[src/shp_pkg.sv]
// Package for the SRAM-like host port: constants, types and states
package shp_pkg;

    localparam int SHP_ADDR_W = 7;
    localparam int SHP_HDATA_W = 16;
    localparam int SHP_WORD_W = 32;
    localparam int SHP_FIFO_DEPTH = 16;
    localparam int SHP_SYNC_STAGES = 2;

    // Address decode: word address A[7:1]
    localparam logic [6:0] SHP_RXQ_ADDR = 7'h00;
    localparam logic [6:0] SHP_TXQ_ADDR = 7'h10;
    localparam logic [6:0] SHP_QUEUE_MASK = 7'h70;
    localparam logic [6:0] SHP_CSR_BASE = 7'h20;
    localparam int SHP_HALF_BIT = 0;
    localparam int SHP_QSEL_KEEP_LSB = 0;

    // Control register fields (local CSRs at SHP_IRQ_CFG_ADDR to SHP_BYTE_TEST_ADDR)
    localparam logic [6:0] SHP_IRQ_CFG_ADDR = 7'h20;
    localparam logic [6:0] SHP_IRQ_STS_ADDR = 7'h21;
    localparam logic [6:0] SHP_PWR_ADDR = 7'h22;
    localparam logic [6:0] SHP_BYTE_TEST_ADDR = 7'h23;
    localparam int SHP_IRQ_POL_BIT = 0;
    localparam int SHP_IRQ_OD_BIT = 1;
    localparam int SHP_IRQ_EN_LSB = 4;
    localparam int SHP_IRQ_SRC_W = 4;
    localparam int SHP_PWR_DOWN_BIT = 0;
    localparam logic [15:0] SHP_IRQ_CFG_RST = 16'h0000;
    localparam logic [15:0] SHP_BYTE_TEST_VAL = 16'h4321;

    typedef struct packed {
        logic rd_n;
        logic wr_n;
        logic cs_n;
        logic qsel;
        logic [6:0] addr;
    } shp_host_ctl_t;

    typedef struct packed {
        logic [31:0] data;
        logic valid;
    } shp_word_t;

    typedef enum logic [1:0] {
        SHP_ST_IDLE = 2'b00,
        SHP_ST_READ = 2'b01,
        SHP_ST_WRITE = 2'b10,
        SHP_ST_WAIT = 2'b11
    } shp_state_t;

    // Decode of address into access class, used for read and write
    function automatic logic [1:0] shp_decode(input logic qsel, input logic [6:0] addr);
        if (qsel) begin
            shp_decode = 2'h1;
        end else if ((addr & SHP_QUEUE_MASK) == SHP_RXQ_ADDR) begin
            shp_decode = 2'h1;
        end else if ((addr & SHP_QUEUE_MASK) == SHP_TXQ_ADDR) begin
            shp_decode = 2'h1;
        end else begin
            shp_decode = 2'h2;
        end
    endfunction : shp_decode

endpackage : shp_pkg

[src/shp_host_port.sv]
// SRAM-like host port: strobe sync, decode, 16/32 packing, irq pin
//
// Overview of operation
// - Seven-bit word address selects CSR or queue
// - Read strobe with select drives data bus
// - Write strobe with select captures data bus
// - Strobes ignored without chip select
// - Selected write leaves reduced power state
// - Interrupt polarity, sources, driver type configurable
// - Queue select steers reads RX, writes TX
// - Queue select ignores six upper address lines
// - Writes refused until first read after reset/wake
// - Any selected write wakes, whatever data
// - Pack halves into 32-bit words, split back
`timescale 1ns/100ps
module shp_host_port
    import shp_pkg::*;
#(
    parameter int DEPTH = SHP_FIFO_DEPTH
) (
    input wire logic ref_clk,
    input wire logic nrst,
    input wire logic [SHP_ADDR_W-1:0] addr,
    input wire logic [SHP_HDATA_W-1:0] data_in,
    output logic [SHP_HDATA_W-1:0] data_out,
    output logic data_oe,
    input wire logic read_strobe_n,
    input wire logic write_strobe_n,
    input wire logic chip_select_n,
    input wire logic queue_sel,
    input wire logic [SHP_IRQ_SRC_W-1:0] irq_src,
    output logic irq_out,
    output logic irq_oe,
    output logic low_power,
    output logic [SHP_WORD_W-1:0] tx_data,
    output logic tx_valid,
    input wire logic tx_ready,
    input wire logic [SHP_WORD_W-1:0] rx_data,
    input wire logic rx_valid,
    output logic rx_ready
);
    shp_host_ctl_t s1_q, s2_q, s3_q;
    shp_state_t st_q, st_d;
    logic [15:0] dout_q, dout_d;
    logic [15:0] txlo_q, txlo_d;
    logic [15:0] irq_cfg_q, irq_cfg_d;
    logic pwr_q, pwr_d, rd_seen_q, rd_seen_d;
    logic [SHP_WORD_W-1:0] txw_d;
    logic txw_v;
    logic rd_lvl, wr_lvl, rd_go, wr_go, is_queue, ev_wake;
    logic [6:0] eff_addr;
    logic [SHP_WORD_W-1:0] rxw;
    logic rxw_v, txf_ready, irq_act;

    // Two-stage sync of the whole control group
    always_ff @(posedge ref_clk) begin
        if (!nrst) begin
            s1_q <= '{rd_n: 1'b1, wr_n: 1'b1, cs_n: 1'b1, qsel: 1'b0, addr: 7'h00};
            s2_q <= '{rd_n: 1'b1, wr_n: 1'b1, cs_n: 1'b1, qsel: 1'b0, addr: 7'h00};
            s3_q <= '{rd_n: 1'b1, wr_n: 1'b1, cs_n: 1'b1, qsel: 1'b0, addr: 7'h00};
        end else begin
            s1_q <= '{rd_n: read_strobe_n, wr_n: write_strobe_n, cs_n: chip_select_n,
                      qsel: queue_sel, addr: addr};
            s2_q <= s1_q;
            s3_q <= s2_q;
        end
    end

    assign rd_lvl = !s2_q.rd_n && !s2_q.cs_n;
    assign wr_lvl = !s2_q.wr_n && !s2_q.cs_n;
    assign rd_go = rd_lvl && (s3_q.rd_n || s3_q.cs_n);
    assign wr_go = wr_lvl && (s3_q.wr_n || s3_q.cs_n);
    // Upper lines masked in queue mode
    assign eff_addr = s2_q.qsel ? {6'h00, s2_q.addr[SHP_QSEL_KEEP_LSB]} : s2_q.addr;
    assign is_queue = (shp_decode(s2_q.qsel, eff_addr) == 2'h1);
    assign ev_wake = wr_go && pwr_q;

    always_comb begin
        st_d = st_q;
        dout_d = dout_q;
        txlo_d = txlo_q;
        irq_cfg_d = irq_cfg_q;
        pwr_d = pwr_q;
        rd_seen_d = rd_seen_q;
        txw_d = '0;
        txw_v = 1'b0;
        rx_ready = 1'b0;
        case (st_q)
            SHP_ST_IDLE: begin
                if (ev_wake) begin
                    pwr_d = 1'b0;
                    rd_seen_d = 1'b0;
                    st_d = SHP_ST_WAIT;
                end else if (rd_go && !pwr_q) begin
                    rd_seen_d = 1'b1;
                    st_d = SHP_ST_READ;
                    if (is_queue) begin
                        // Low half first, high half pops the word
                        dout_d = eff_addr[SHP_HALF_BIT] ? rxw[31:16] : rxw[15:0];
                        rx_ready = eff_addr[SHP_HALF_BIT] && rxw_v;
                    end else begin
                        case (eff_addr)
                            SHP_IRQ_CFG_ADDR: dout_d = irq_cfg_q;
                            // Bit 5 flags a full TX queue
                            SHP_IRQ_STS_ADDR: dout_d = {10'h000, !txf_ready, irq_act, irq_src};
                            SHP_PWR_ADDR: dout_d = {15'h0000, pwr_q};
                            SHP_BYTE_TEST_ADDR: dout_d = SHP_BYTE_TEST_VAL;
                            default: dout_d = 16'h0000;
                        endcase
                    end
                end else if (wr_go && rd_seen_q) begin
                    st_d = SHP_ST_WRITE;
                    if (is_queue) begin
                        if (!eff_addr[SHP_HALF_BIT]) begin
                            txlo_d = data_in;
                        end else begin
                            txw_d = {data_in, txlo_q};
                            txw_v = 1'b1;
                        end
                    end else begin
                        case (eff_addr)
                            SHP_IRQ_CFG_ADDR: irq_cfg_d = data_in;
                            SHP_PWR_ADDR: pwr_d = data_in[SHP_PWR_DOWN_BIT];
                            default: ;
                        endcase
                    end
                end
            end
            SHP_ST_READ: st_d = rd_lvl ? SHP_ST_READ : SHP_ST_IDLE;
            SHP_ST_WRITE: st_d = wr_lvl ? SHP_ST_WRITE : SHP_ST_IDLE;
            SHP_ST_WAIT: st_d = wr_lvl ? SHP_ST_WAIT : SHP_ST_IDLE;
            default: st_d = SHP_ST_IDLE;
        endcase
    end

    always_ff @(posedge ref_clk) begin
        if (!nrst) begin
            st_q <= SHP_ST_IDLE;
            dout_q <= 16'h0000;
            txlo_q <= 16'h0000;
            irq_cfg_q <= SHP_IRQ_CFG_RST;
            pwr_q <= 1'b0;
            rd_seen_q <= 1'b0;
        end else begin
            st_q <= st_d;
            dout_q <= dout_d;
            txlo_q <= txlo_d;
            irq_cfg_q <= irq_cfg_d;
            pwr_q <= pwr_d;
            rd_seen_q <= rd_seen_d;
        end
    end

    // Bus drive while read strobe and select are low
    assign data_out = dout_q;
    assign data_oe = !read_strobe_n && !chip_select_n;
    assign low_power = pwr_q;

    // Interrupt: enabled sources, polarity, push-pull or open drain
    assign irq_act = |(irq_src & irq_cfg_q[SHP_IRQ_EN_LSB +: SHP_IRQ_SRC_W]);
    assign irq_out = irq_cfg_q[SHP_IRQ_POL_BIT] ? irq_act : !irq_act;
    assign irq_oe = irq_cfg_q[SHP_IRQ_OD_BIT] ? irq_act : 1'b1;

    shp_fifo #(.WIDTH(SHP_WORD_W), .DEPTH(DEPTH)) u_tx_fifo (
        .ref_clk(ref_clk),
        .nrst(nrst),
        .in_data(txw_d),
        .in_valid(txw_v),
        .in_ready(txf_ready),
        .out_data(tx_data),
        .out_valid(tx_valid),
        .out_ready(tx_ready)
    );

    assign rxw = rx_data;
    assign rxw_v = rx_valid;

    property p_cs_idle;
        @(posedge ref_clk) disable iff (!nrst)
        (st_q == SHP_ST_IDLE && s2_q.cs_n) |=> st_q == SHP_ST_IDLE;
    endproperty
    a_cs_idle: assert property (p_cs_idle) else $error("strobe taken without select");

    property p_cs_cfg;
        @(posedge ref_clk) disable iff (!nrst)
        s2_q.cs_n |=> $stable(irq_cfg_q);
    endproperty
    a_cs_cfg: assert property (p_cs_cfg) else $error("csr changed without select");

    property p_wake;
        @(posedge ref_clk) disable iff (!nrst)
        (ev_wake && st_q == SHP_ST_IDLE) |=> !low_power;
    endproperty
    a_wake: assert property (p_wake) else $error("no wake on select write");

    property p_wake_state;
        @(posedge ref_clk) disable iff (!nrst)
        (ev_wake && st_q == SHP_ST_IDLE) |=> (st_q == SHP_ST_WAIT && !rd_seen_q);
    endproperty
    a_wake_state: assert property (p_wake_state) else $error("wake write not consumed");

    property p_first_read;
        @(posedge ref_clk) disable iff (!nrst)
        !rd_seen_q |=> $stable(irq_cfg_q) && $stable(txlo_q) && $stable(pwr_q);
    endproperty
    a_first_read: assert property (p_first_read) else $error("write honoured before read");

    property p_one_access;
        @(posedge ref_clk) disable iff (!nrst)
        txw_v |=> !txw_v;
    endproperty
    a_one_access: assert property (p_one_access) else $error("double access per strobe");

    property p_qsel_wr;
        @(posedge ref_clk) disable iff (!nrst)
        (s2_q.qsel && wr_go && !pwr_q) |=> $stable(irq_cfg_q) && $stable(pwr_q);
    endproperty
    a_qsel_wr: assert property (p_qsel_wr) else $error("queue mode write reached a register");

    property p_qsel_rd;
        @(posedge ref_clk) disable iff (!nrst)
        (s2_q.qsel && rd_go && !pwr_q && st_q == SHP_ST_IDLE && !s2_q.addr[SHP_QSEL_KEEP_LSB])
        |=> {16'h0000, data_out} == ($past(rxw) & 32'h0000_ffff);
    endproperty
    a_qsel_rd: assert property (p_qsel_rd) else $error("queue mode read not from rx low half");

    property p_oe;
        @(posedge ref_clk) disable iff (!nrst)
        (read_strobe_n || chip_select_n) |-> !data_oe;
    endproperty
    a_oe: assert property (p_oe) else $error("bus driven outside read");

    property p_pack;
        @(posedge ref_clk) disable iff (!nrst)
        txw_v |-> txw_d[31:16] == data_in;
    endproperty
    a_pack: assert property (p_pack) else $error("high half misplaced");

    property p_irq_od;
        @(posedge ref_clk) disable iff (!nrst)
        (irq_cfg_q[SHP_IRQ_OD_BIT] && !irq_act) |-> !irq_oe;
    endproperty
    a_irq_od: assert property (p_irq_od) else $error("open drain driving idle");

    property p_wr;
        @(posedge ref_clk) disable iff (!nrst)
        (wr_go && !rd_go && rd_seen_q && !pwr_q && st_q == SHP_ST_IDLE) |=> st_q == SHP_ST_WRITE;
    endproperty
    a_wr: assert property (p_wr) else $error("write lost");

    property p_rd;
        @(posedge ref_clk) disable iff (!nrst)
        (rd_go && !pwr_q && !ev_wake && st_q == SHP_ST_IDLE) |=> rd_seen_q;
    endproperty
    a_rd: assert property (p_rd) else $error("read not seen");
endmodule : shp_host_port

[src/shp_fifo.sv]
// Parameterised FIFO with registered read data
`timescale 1ns/100ps
module shp_fifo
    import shp_pkg::*;
#(
    parameter int WIDTH = 32,
    parameter int DEPTH = 16
) (
    input wire logic ref_clk,
    input wire logic nrst,
    input wire logic [WIDTH-1:0] in_data,
    input wire logic in_valid,
    output logic in_ready,
    output logic [WIDTH-1:0] out_data,
    output logic out_valid,
    input wire logic out_ready
);
    localparam int AW = $clog2(DEPTH);

    logic [WIDTH-1:0] mem_q [DEPTH];
    logic [AW-1:0] wp_q, wp_d, rp_q, rp_d;
    logic [AW:0] cnt_q, cnt_d;
    logic [WIDTH-1:0] out_q, out_d;
    logic ov_q, ov_d;
    logic push, pop;

    // Output register counts as one of the DEPTH slots
    assign in_ready = (cnt_q + (AW+1)'(ov_q)) != (AW+1)'(DEPTH);
    assign push = in_valid && in_ready;
    assign pop = (cnt_q != '0) && (!ov_q || out_ready);
    assign out_data = out_q;
    assign out_valid = ov_q;

    always_comb begin
        wp_d = push ? wp_q + 1'b1 : wp_q;
        rp_d = pop ? rp_q + 1'b1 : rp_q;
        cnt_d = cnt_q + (AW+1)'(push) - (AW+1)'(pop);
        out_d = pop ? mem_q[rp_q] : out_q;
        ov_d = pop ? 1'b1 : (out_ready ? 1'b0 : ov_q);
    end

    always_ff @(posedge ref_clk) begin
        if (!nrst) begin
            wp_q <= '0;
            rp_q <= '0;
            cnt_q <= '0;
            out_q <= '0;
            ov_q <= 1'b0;
        end else begin
            wp_q <= wp_d;
            rp_q <= rp_d;
            cnt_q <= cnt_d;
            out_q <= out_d;
            ov_q <= ov_d;
        end
    end

    always_ff @(posedge ref_clk) begin
        if (push) begin
            mem_q[wp_q] <= in_data;
        end
    end
endmodule : shp_fifo

[config.mk]
export PLATFORM = sky130hd
export DESIGN_NAME = shp_host_port
export DESIGN_NICKNAME = d
export VERILOG_FILES = /design/src/shp_pkg.sv /design/src/shp_host_port.sv /design/src/shp_fifo.sv
export SDC_FILE = /design/constraint.sdc
export NUM_CORES = 1
export LEC_CHECK = 0
export ABC_CLOCK_PERIOD_IN_PS = 4900
export BUFFER_PORTS_ARGS = -buffer_cell sky130_fd_sc_hd__buf_2
export CAP_MARGIN = 20
export CORE_ASPECT_RATIO = 1.75
export CORE_MARGIN = 5
export CORE_UTILIZATION = 55
export CTS_BUF_LIST = sky130_fd_sc_hd__clkbuf_4 sky130_fd_sc_hd__clkbuf_8 sky130_fd_sc_hd__clkbuf_16
export DETAILED_ROUTE_END_ITERATION = 16
export GPL_ROUTABILITY_DRIVEN = 0
export PLACE_DENSITY = 0.73
export SETUP_SLACK_MARGIN = 0.5
export SLEW_MARGIN = 20
export SYNTH_ARGS = -nofsm -noshare
export SYNTH_HDL_FRONTEND = slang
export SYNTH_HIERARCHICAL = 1
export SYNTH_SLANG_ARGS = --single-unit
[constraint.sdc]
create_clock -name ref_clk -period 4.9 [get_ports ref_clk]
set_input_delay 0.245 -clock ref_clk [delete_from_list [all_inputs] [get_ports ref_clk]]
set_output_delay 0.245 -clock ref_clk [all_outputs]
set_load 0.01 [all_outputs]
== Yosys cells after proc, flatten, opt, wreduce, memory -nomap -nowiden ==
Memories as Yosys holds them, arrays and structs flattened. A register that Yosys moved wholly into a read port is not among the register bits.
Index checks and enable logic that the tools add are counted.

* Register bits after elaboration: 91
* Latch bits: 0
* Memory bits (writable): 512
* Memory bits (read-only): 0
* Input bits: 67
* Output and inout bits: 54
* Word-level logic and storage cells: 127
* Memories kept: 1

{| class="wikitable"
|+ Memory list
! memory !! words !! width !! rd ports !! clocked after memory_dff !! wr ports !! line !! source
|-
| u_tx_fifo.mem_q || 16 || 32 || 1 || 1 || 1 || shp_fifo.sv:20 || <nowiki>logic [WIDTH-1:0] mem_q [DEPTH];</nowiki>
|}

* Add/subtract/negate cells: 5
* $mul: 0
* Div/mod/pow operators: 0
* Magnitude comparators: 0
* Eq/ne operators: 13
* Shifts and indexed selects: 0
* Multiplexer cells: 43
* Bitwise gates (word level): 5
* Reductions and logical operators: 37

{| class="wikitable"
|+ Operator list
! kind !! count
|-
| 2-to-1 mux 32 bit || 6
|-
| case mux 16 bit (4 select lines) || 1
|-
| 2-to-1 mux 16 bit || 2
|-
| == test 7 x 6 -> 1 bit (second input constant) || 4
|-
| 2-to-1 mux 1 bit || 24
|-
| 2-to-1 mux 2 bit || 8
|-
| AND reduction 6 bit || 2
|-
| logical AND 1 bit || 11
|-
| adder 5 x 1 -> 5 bit || 2
|-
| logical NOT 1 bit || 10
|-
| adder 4 x 1 -> 4 bit (second input constant) || 2
|-
| case mux 2 bit (4 select lines) || 1
|-
| nonzero test 2 bit || 4
|-
| logical NOT 7 bit || 1
|-
| 2-to-1 mux 7 bit || 1
|-
| != test 5 bit (second input constant) || 1
|-
| AND reduction 5 bit || 1
|-
| nonzero test 5 bit || 1
|-
| subtractor 5 x 1 -> 5 bit || 1
|-
| AND 4 bit || 1
|-
| == test 2 x 1 -> 1 bit (second input constant) || 2
|-
| == test 2 bit (second input constant) || 2
|-
| != test 4 bit (second input constant) || 1
|-
| NOT 1 bit || 4
|-
| 8 further kinds || 10
|}

== Longest topological paths before layout ==
* Depth in word-level cells: 14
* Depth in mapped cells: 19
* Mapped depth without buffers: 16

== By module ==
The synthesis kept the hierarchy.

{| class="wikitable"
|+ Modules (own cells, without submodules)
! module !! times used !! cells each !! area each (sq um) !! sequential area each (sq um)
|-
| shp_fifo || 1 || 1,049 || 21,339.2 || 16,295.6
|-
| shp_host_port || 1 || 379 || 3,427.0 || 1,541.5
|}

== Least setup slack after synthesis ==
OpenSTA, ideal clock, no wires.

* Kind: reg2reg
* Start point: reg s2_q[8] (netlist bit)
* End point: mem u_tx_fifo.mem_q[3][0] (enable)
* Setup time: 461 ps
* Arrival time: 3,935 ps
* Data required time: 4,439 ps
* Path slack: 504 ps
* Cell stages (with the launch flop): 7
* Path buffers: 1
* Clock period less this slack: 4,396 ps
* Cell sequence: dfxtp_1 > nor2_1 > o211ai_1 > nor3_1 > clkbuf_1 > o211ai_1 > nor3_1

* Longest elaborated chain between the ends: 11

{| class="wikitable"
|+ Ends and longest elaborated chain
! what !! line !! source
|-
| start, declared || shp_host_port.sv:42 || <nowiki>shp_host_ctl_t s1_q, s2_q, s3_q;</nowiki>
|-
| start signal, assigned || shp_host_port.sv:59 || <nowiki>s2_q <= '{rd_n: 1'b1, wr_n: 1'b1, cs_n: 1'b1, qsel: 1'b0, addr: 7'h00};</nowiki>
|-
| start signal, assigned || shp_host_port.sv:64 || <nowiki>s2_q <= s1_q;</nowiki>
|-
| logical NOT 1 bit * || shp_host_port.sv:69, shp_host_port.sv:70 ||
|-
| logical AND 1 bit || shp_host_port.sv:70 || <nowiki>assign wr_lvl = !s2_q.wr_n && !s2_q.cs_n;</nowiki>
|-
| logical AND 1 bit || shp_host_port.sv:72 || <nowiki>assign wr_go = wr_lvl && (s3_q.wr_n || s3_q.cs_n);</nowiki>
|-
| logical AND 1 bit || shp_host_port.sv:111 || <nowiki>end else if (wr_go && rd_seen_q) begin</nowiki>
|-
| 2-to-1 mux 1 bit || shp_host_port.sv:111 ||
|-
| 2-to-1 mux 1 bit || shp_host_port.sv:94 || <nowiki>end else if (rd_go && !pwr_q) begin</nowiki>
|-
| 2-to-1 mux 1 bit * || shp_host_port.sv:90 || <nowiki>if (ev_wake) begin</nowiki>
|-
| 2-to-1 mux 1 bit * || shp_host_port.sv:88 || <nowiki>case (st_q)</nowiki>
|-
| net txw_v || shp_host_port.sv:49 || <nowiki>logic txw_v;</nowiki>
|-
| logical AND 1 bit * || shp_fifo.sv:29 || <nowiki>assign push = in_valid && in_ready;</nowiki>
|-
| 2-to-1 mux 1 bit * || shp_fifo.sv:59 || <nowiki>if (push) begin</nowiki>
|-
| 2-to-1 mux 1 bit (not written as such) * || shp_fifo.sv:60 || <nowiki>mem_q[wp_q] <= in_data;</nowiki>
|-
| end, declared || shp_fifo.sv:20 ||
|}

The timed path passes the listed nets; every way through them passes the cells marked *.

== Worst setup path in the final report ==
* Start point: reg s2_q[8] (netlist bit)
* End point: reg u_tx_fifo.cnt_q[4]

* Longest elaborated chain between the ends: 11

{| class="wikitable"
|+ Ends and longest elaborated chain
! what !! line !! source
|-
| logical NOT 1 bit * || shp_host_port.sv:69, shp_host_port.sv:70 ||
|-
| logical AND 1 bit || shp_host_port.sv:70 ||
|-
| logical AND 1 bit || shp_host_port.sv:72 ||
|-
| logical AND 1 bit || shp_host_port.sv:111 ||
|-
| 2-to-1 mux 1 bit || shp_host_port.sv:111 ||
|-
| 2-to-1 mux 1 bit || shp_host_port.sv:94 ||
|-
| 2-to-1 mux 1 bit * || shp_host_port.sv:90 ||
|-
| 2-to-1 mux 1 bit * || shp_host_port.sv:88 ||
|-
| logical AND 1 bit * || shp_fifo.sv:29 ||
|-
| adder 5 x 1 -> 5 bit * || shp_fifo.sv:37 || <nowiki>cnt_d = cnt_q + (AW+1)'(push) - (AW+1)'(pop);</nowiki>
|-
| subtractor 5 x 1 -> 5 bit * || shp_fifo.sv:37 ||
|-
| end signal, assigned || shp_fifo.sv:52 || <nowiki>cnt_q <= cnt_d;</nowiki>
|-
| end, declared || shp_fifo.sv:22 || <nowiki>logic [AW:0] cnt_q, cnt_d;</nowiki>
|}

Every way passes the cells marked *; elsewhere a longest branch is shown, timed or not.
A chain may end at the register's enable or synchronous reset.

==> flow_summary.yaml <==
status:
  run_status: "finished, final reports clean"
sta:
  final_max_slew_viol_count: 0
  max_slew_margin_pct: 23.31
  period_minus_slack_ns: 3.893
  hold_viol: 0
  fin_skew_ns: 0.02467
  finalSetupViolations: 0
  finalSetupTns_ns: 0
  worst_slew_pin_slew_ns: 1.150
  clock.fmax_ghz: 0.2568
  rsz0062_at_grt: "no"
  period_share_pct: 79.46
cts:
  clock_path_buffers: 3
  root_buffer: "clkbuf_16"
  clkLatencyLatePin_ns: 0.59
  clkTransAtPathRegs_ns: 0.07
  cts_tree: "yes"
  cts.sinks: 635
  cts_htree_levels: 2
  cts_buffers: 53
synthesis:
  syn_area_um2: 24770
  ys_types: 57
  netlist_instances: 1428
  synth_nets: 1511
  yosysSeqAreaShare_pct: 72.02
  synth.ff_latch_count: 635
  synth-edff-count: 512
  avgSynthCellArea_um2: 17.34
  synthArstFlopShare_pct: 0
  synth-main-ff-cell: "edfxtp_1"
  ys_warn_count: 6
worst_setup_path:
  r2r-end: "u_tx_fifo/cnt_q[4]$_SDFF_PN0_"
  timing.rr.start: "s2_q[8]$_SDFF_PN1_"
  path_max_fanout: 15
  cpPeakStageDelay_ns: 0.56
  cp-startpoint: "s2_q[8]$_SDFF_PN1_"
  path_class: "reg -> reg"
  cp-start-kind: "register"
  worst_path_most_repeated_cell: "inv_1"
  critPathRequiredTime_ns: 5.35
  cp_slowest_cell: "nor3_2"
  reg2reg_depth: 16
  critical-path-top-delay-family: "simple AND/OR/NAND/NOR gates"
  path_cells: "nor2_1, o211ai_1, nor3_2, nand2_1, o211a_1, nand2_1, inv_1, ha_1, inv_1, ha_1, inv_1, fa_1, nand2b_1, a21oi_1, o21ai_0, nor3b_1"
  endpoint_kind: "register"
  crit_buf_inv: 3
  arrival_ns: 4.35
  r2r_slack_ns: 1.01
hold_path:
  hold_class: "in -> reg"
  min_from: "data_in[10]"
  min_path_cells: 3
  hold_end: "txlo_q[10]$_SDFFE_PN0P_"
finish:
  diodes: 0
  area_growth_pct: 13.31
  final_common_cell: "edfxtp_1"
  fin_nets: 1651
  finalInstanceArea_um2: 28060
  final_cell_mix: "edfxtp_1 (512), mux4_2 (128), dfxtp_1 (121)"
  drive_above_1_share_pct: 25.08
grt:
  grtUsageMet3_pct: 4.001
  grt_overflow: 0
  grt_pass1_vias: 13935
  top_usage_layer: "met2"
  antenna_found_initial: 1
  use_met1_pct: 26.15
  grt_use_met2_pct: 40.07
  grt_usage_pct: 21.99
  grt_max_degree: 95
  grt_pass1_wl_mm: 82.65
floorplanning:
  coreArea_um2: 44850
  die_area_um2: 49540
  die_h_um: 290.7
  rows: 103
  ioPinCount: 121
  fp.dieW_um: 170.4
  initial_core_util_pct: 55.22
pwr:
  leakagePower_nw: 9.898
  ir_worst_vdd_v: 0.0003600
  p_per_area_nw_per_um2: 445.7
  power_mw: 12.51
routing:
  drc: 0
  via_count: 13174
  drtIter0Drc: 916
  drt_wl_total_mm: 53.91
  antenna_left: 0
  viasPerCell: 6.021
  post_drt_wl_per_cell_um: 24.64
  drt_first_pass_iters: 5
placed_design:
  postPlaceCellArea_um2: 25940
  numPortBuffers: 120
  dp_hpwl_mm: 31.47
job:
  maxCapViolCount: 0
-- cell usage after synthesis (all sizes together), types with 5 or more instances --
library cell,instances,share of area [%]
edfxtp,512,62
mux4,128,12
dfxtp,123,9.9
inv,79,1.2
nand2,73,1.1
and2,55,1.4
nor2,53,0.80
mux2i,45,1.8
buf,42,1.0
clkbuf,35,0.53
a211o,32,1.1
a22oi,32,0.97
o22ai,32,0.81
o21ai,26,0.53
a21oi,22,0.46
and3,17,0.43
ha,15,0.76
nand2b,14,0.35
a31oi,10,0.25
nand3,10,0.20
nor3b,7,0.23
mux2,6,0.27
nor2b,6,0.15
nor4,5,0.25
o21a,5,0.15
-- final cells by class --
type / instances / area, um2
Clock inverter: 22 / 302.8
Tap cell: 577 / 721.9
Sequential cell: 635 / 17840
Multi-Input combinational cell: 637 / 6317
Timing Repair Buffer: 162 / 1026
Fill cell: 3155 / 16790
Inverter: 79 / 296.5
Clock buffer: 76 / 1553
-- state kept, by name (all words and copies together), names as in the netlist --
signal / cells
u_tx_fifo/cnt_q: 5
txlo_q: 16
st_q: 2
s3_q: 3
u_tx_fifo/wp_q: 4
data_out: 16
irq_cfg_q: 16
u_tx_fifo/out_data: 32
u_tx_fifo/mem_q: 512
u_tx_fifo/rp_q: 4
s2_q: 11
rd_seen_q: 1
low_power: 1
u_tx_fifo/out_valid: 1
s1_q: 11
-- metal layers --
metal / routed length [um] / part of all wire [%]
met5: 10 / 0.019
met4: 1723 / 3.2
met3: 3455 / 6.4
met2: 29440 / 55
met1: 19280 / 36
-- worst reg2reg max path, cell delays in order, from the launching register on --
cell	delay (ns)
dfxtp_1	0.37
nor2_1	0.20
o211ai_1	0.32
nor3_2	0.56
nand2_1	0.11
o211a_1	0.27
nand2_1	0.30
inv_1	0.10
ha_1	0.29
inv_1	0.06
ha_1	0.15
inv_1	0.06
fa_1	0.42
nand2b_1	0.16
a21oi_1	0.17
o21ai_0	0.09
nor3b_1	0.14
-- where the power goes --
group | switching, mW | internal [mW] | leakage (nW)
clock network | 1.84 | 2.59 | 0.924
registers | 0.236 | 5.86 | 5.75
logic | 0.954 | 1.03 | 3.23
-- worst max path at each step --
| stage | to | slack [ns] | depth (start not counted) |
|---|---|---|---|
| floorplan | u_tx_fifo/mem_q[3][0]$_DFFE_PP_ | 0.50 | 6 |
| global placement | u_tx_fifo/cnt_q[4]$_SDFF_PN0_ | 0.83 | 16 |
| detailed placement | u_tx_fifo/cnt_q[4]$_SDFF_PN0_ | 0.79 | 16 |
| CTS | u_tx_fifo/cnt_q[4]$_SDFF_PN0_ | 0.75 | 16 |
| global route | u_tx_fifo/cnt_q[4]$_SDFF_PN0_ | 0.58 | 16 |
| finish | u_tx_fifo/cnt_q[4]$_SDFF_PN0_ | 1.01 | 16 |
-- stage by stage --
step | util (%) | instances | hold slack [ns] | setup WS, ns
floorplan | - | 1428 | 0.3465 | 0.5036
global placement | 57.84 | 2067 | 0.3896 | 0.8280
detailed placement | 57.84 | 2067 | 0.3956 | 0.7937
CTS | 62.45 | 2186 | 0.001004 | 0.7525
global route | 62.57 | 2188 | 0.03113 | 0.5847
finish | 62.57 | 2188 | 0.03030 | 1.007
-- kinds of logic after synthesis --
family / Yosys count / synth area share (%)
buffers and inverters: 156 / 2.748
muxes: 179 / 13.73
adders and majority gates: 16 / 0.8386
DFF: 635 / 72.02
AOI/OAI and AO/OA: 176 / 4.860
xor gates and xnor gates: 7 / 0.2476
and+or+nand+nor: 259 / 5.552
-- repair_timing --
| action | 4_1_cts | 5_1_grt |
|---|---|---|
| hold endpoints to repair | 27 | 0 |
| buffers inserted | 0 | 0 |
| hold buffers | 21 | 0 |
| gates resized for setup | 0 | 1 |
| setup endpoints to repair | 0 | 1 |
Note: power is estimated with default switching activity, not from simulation.
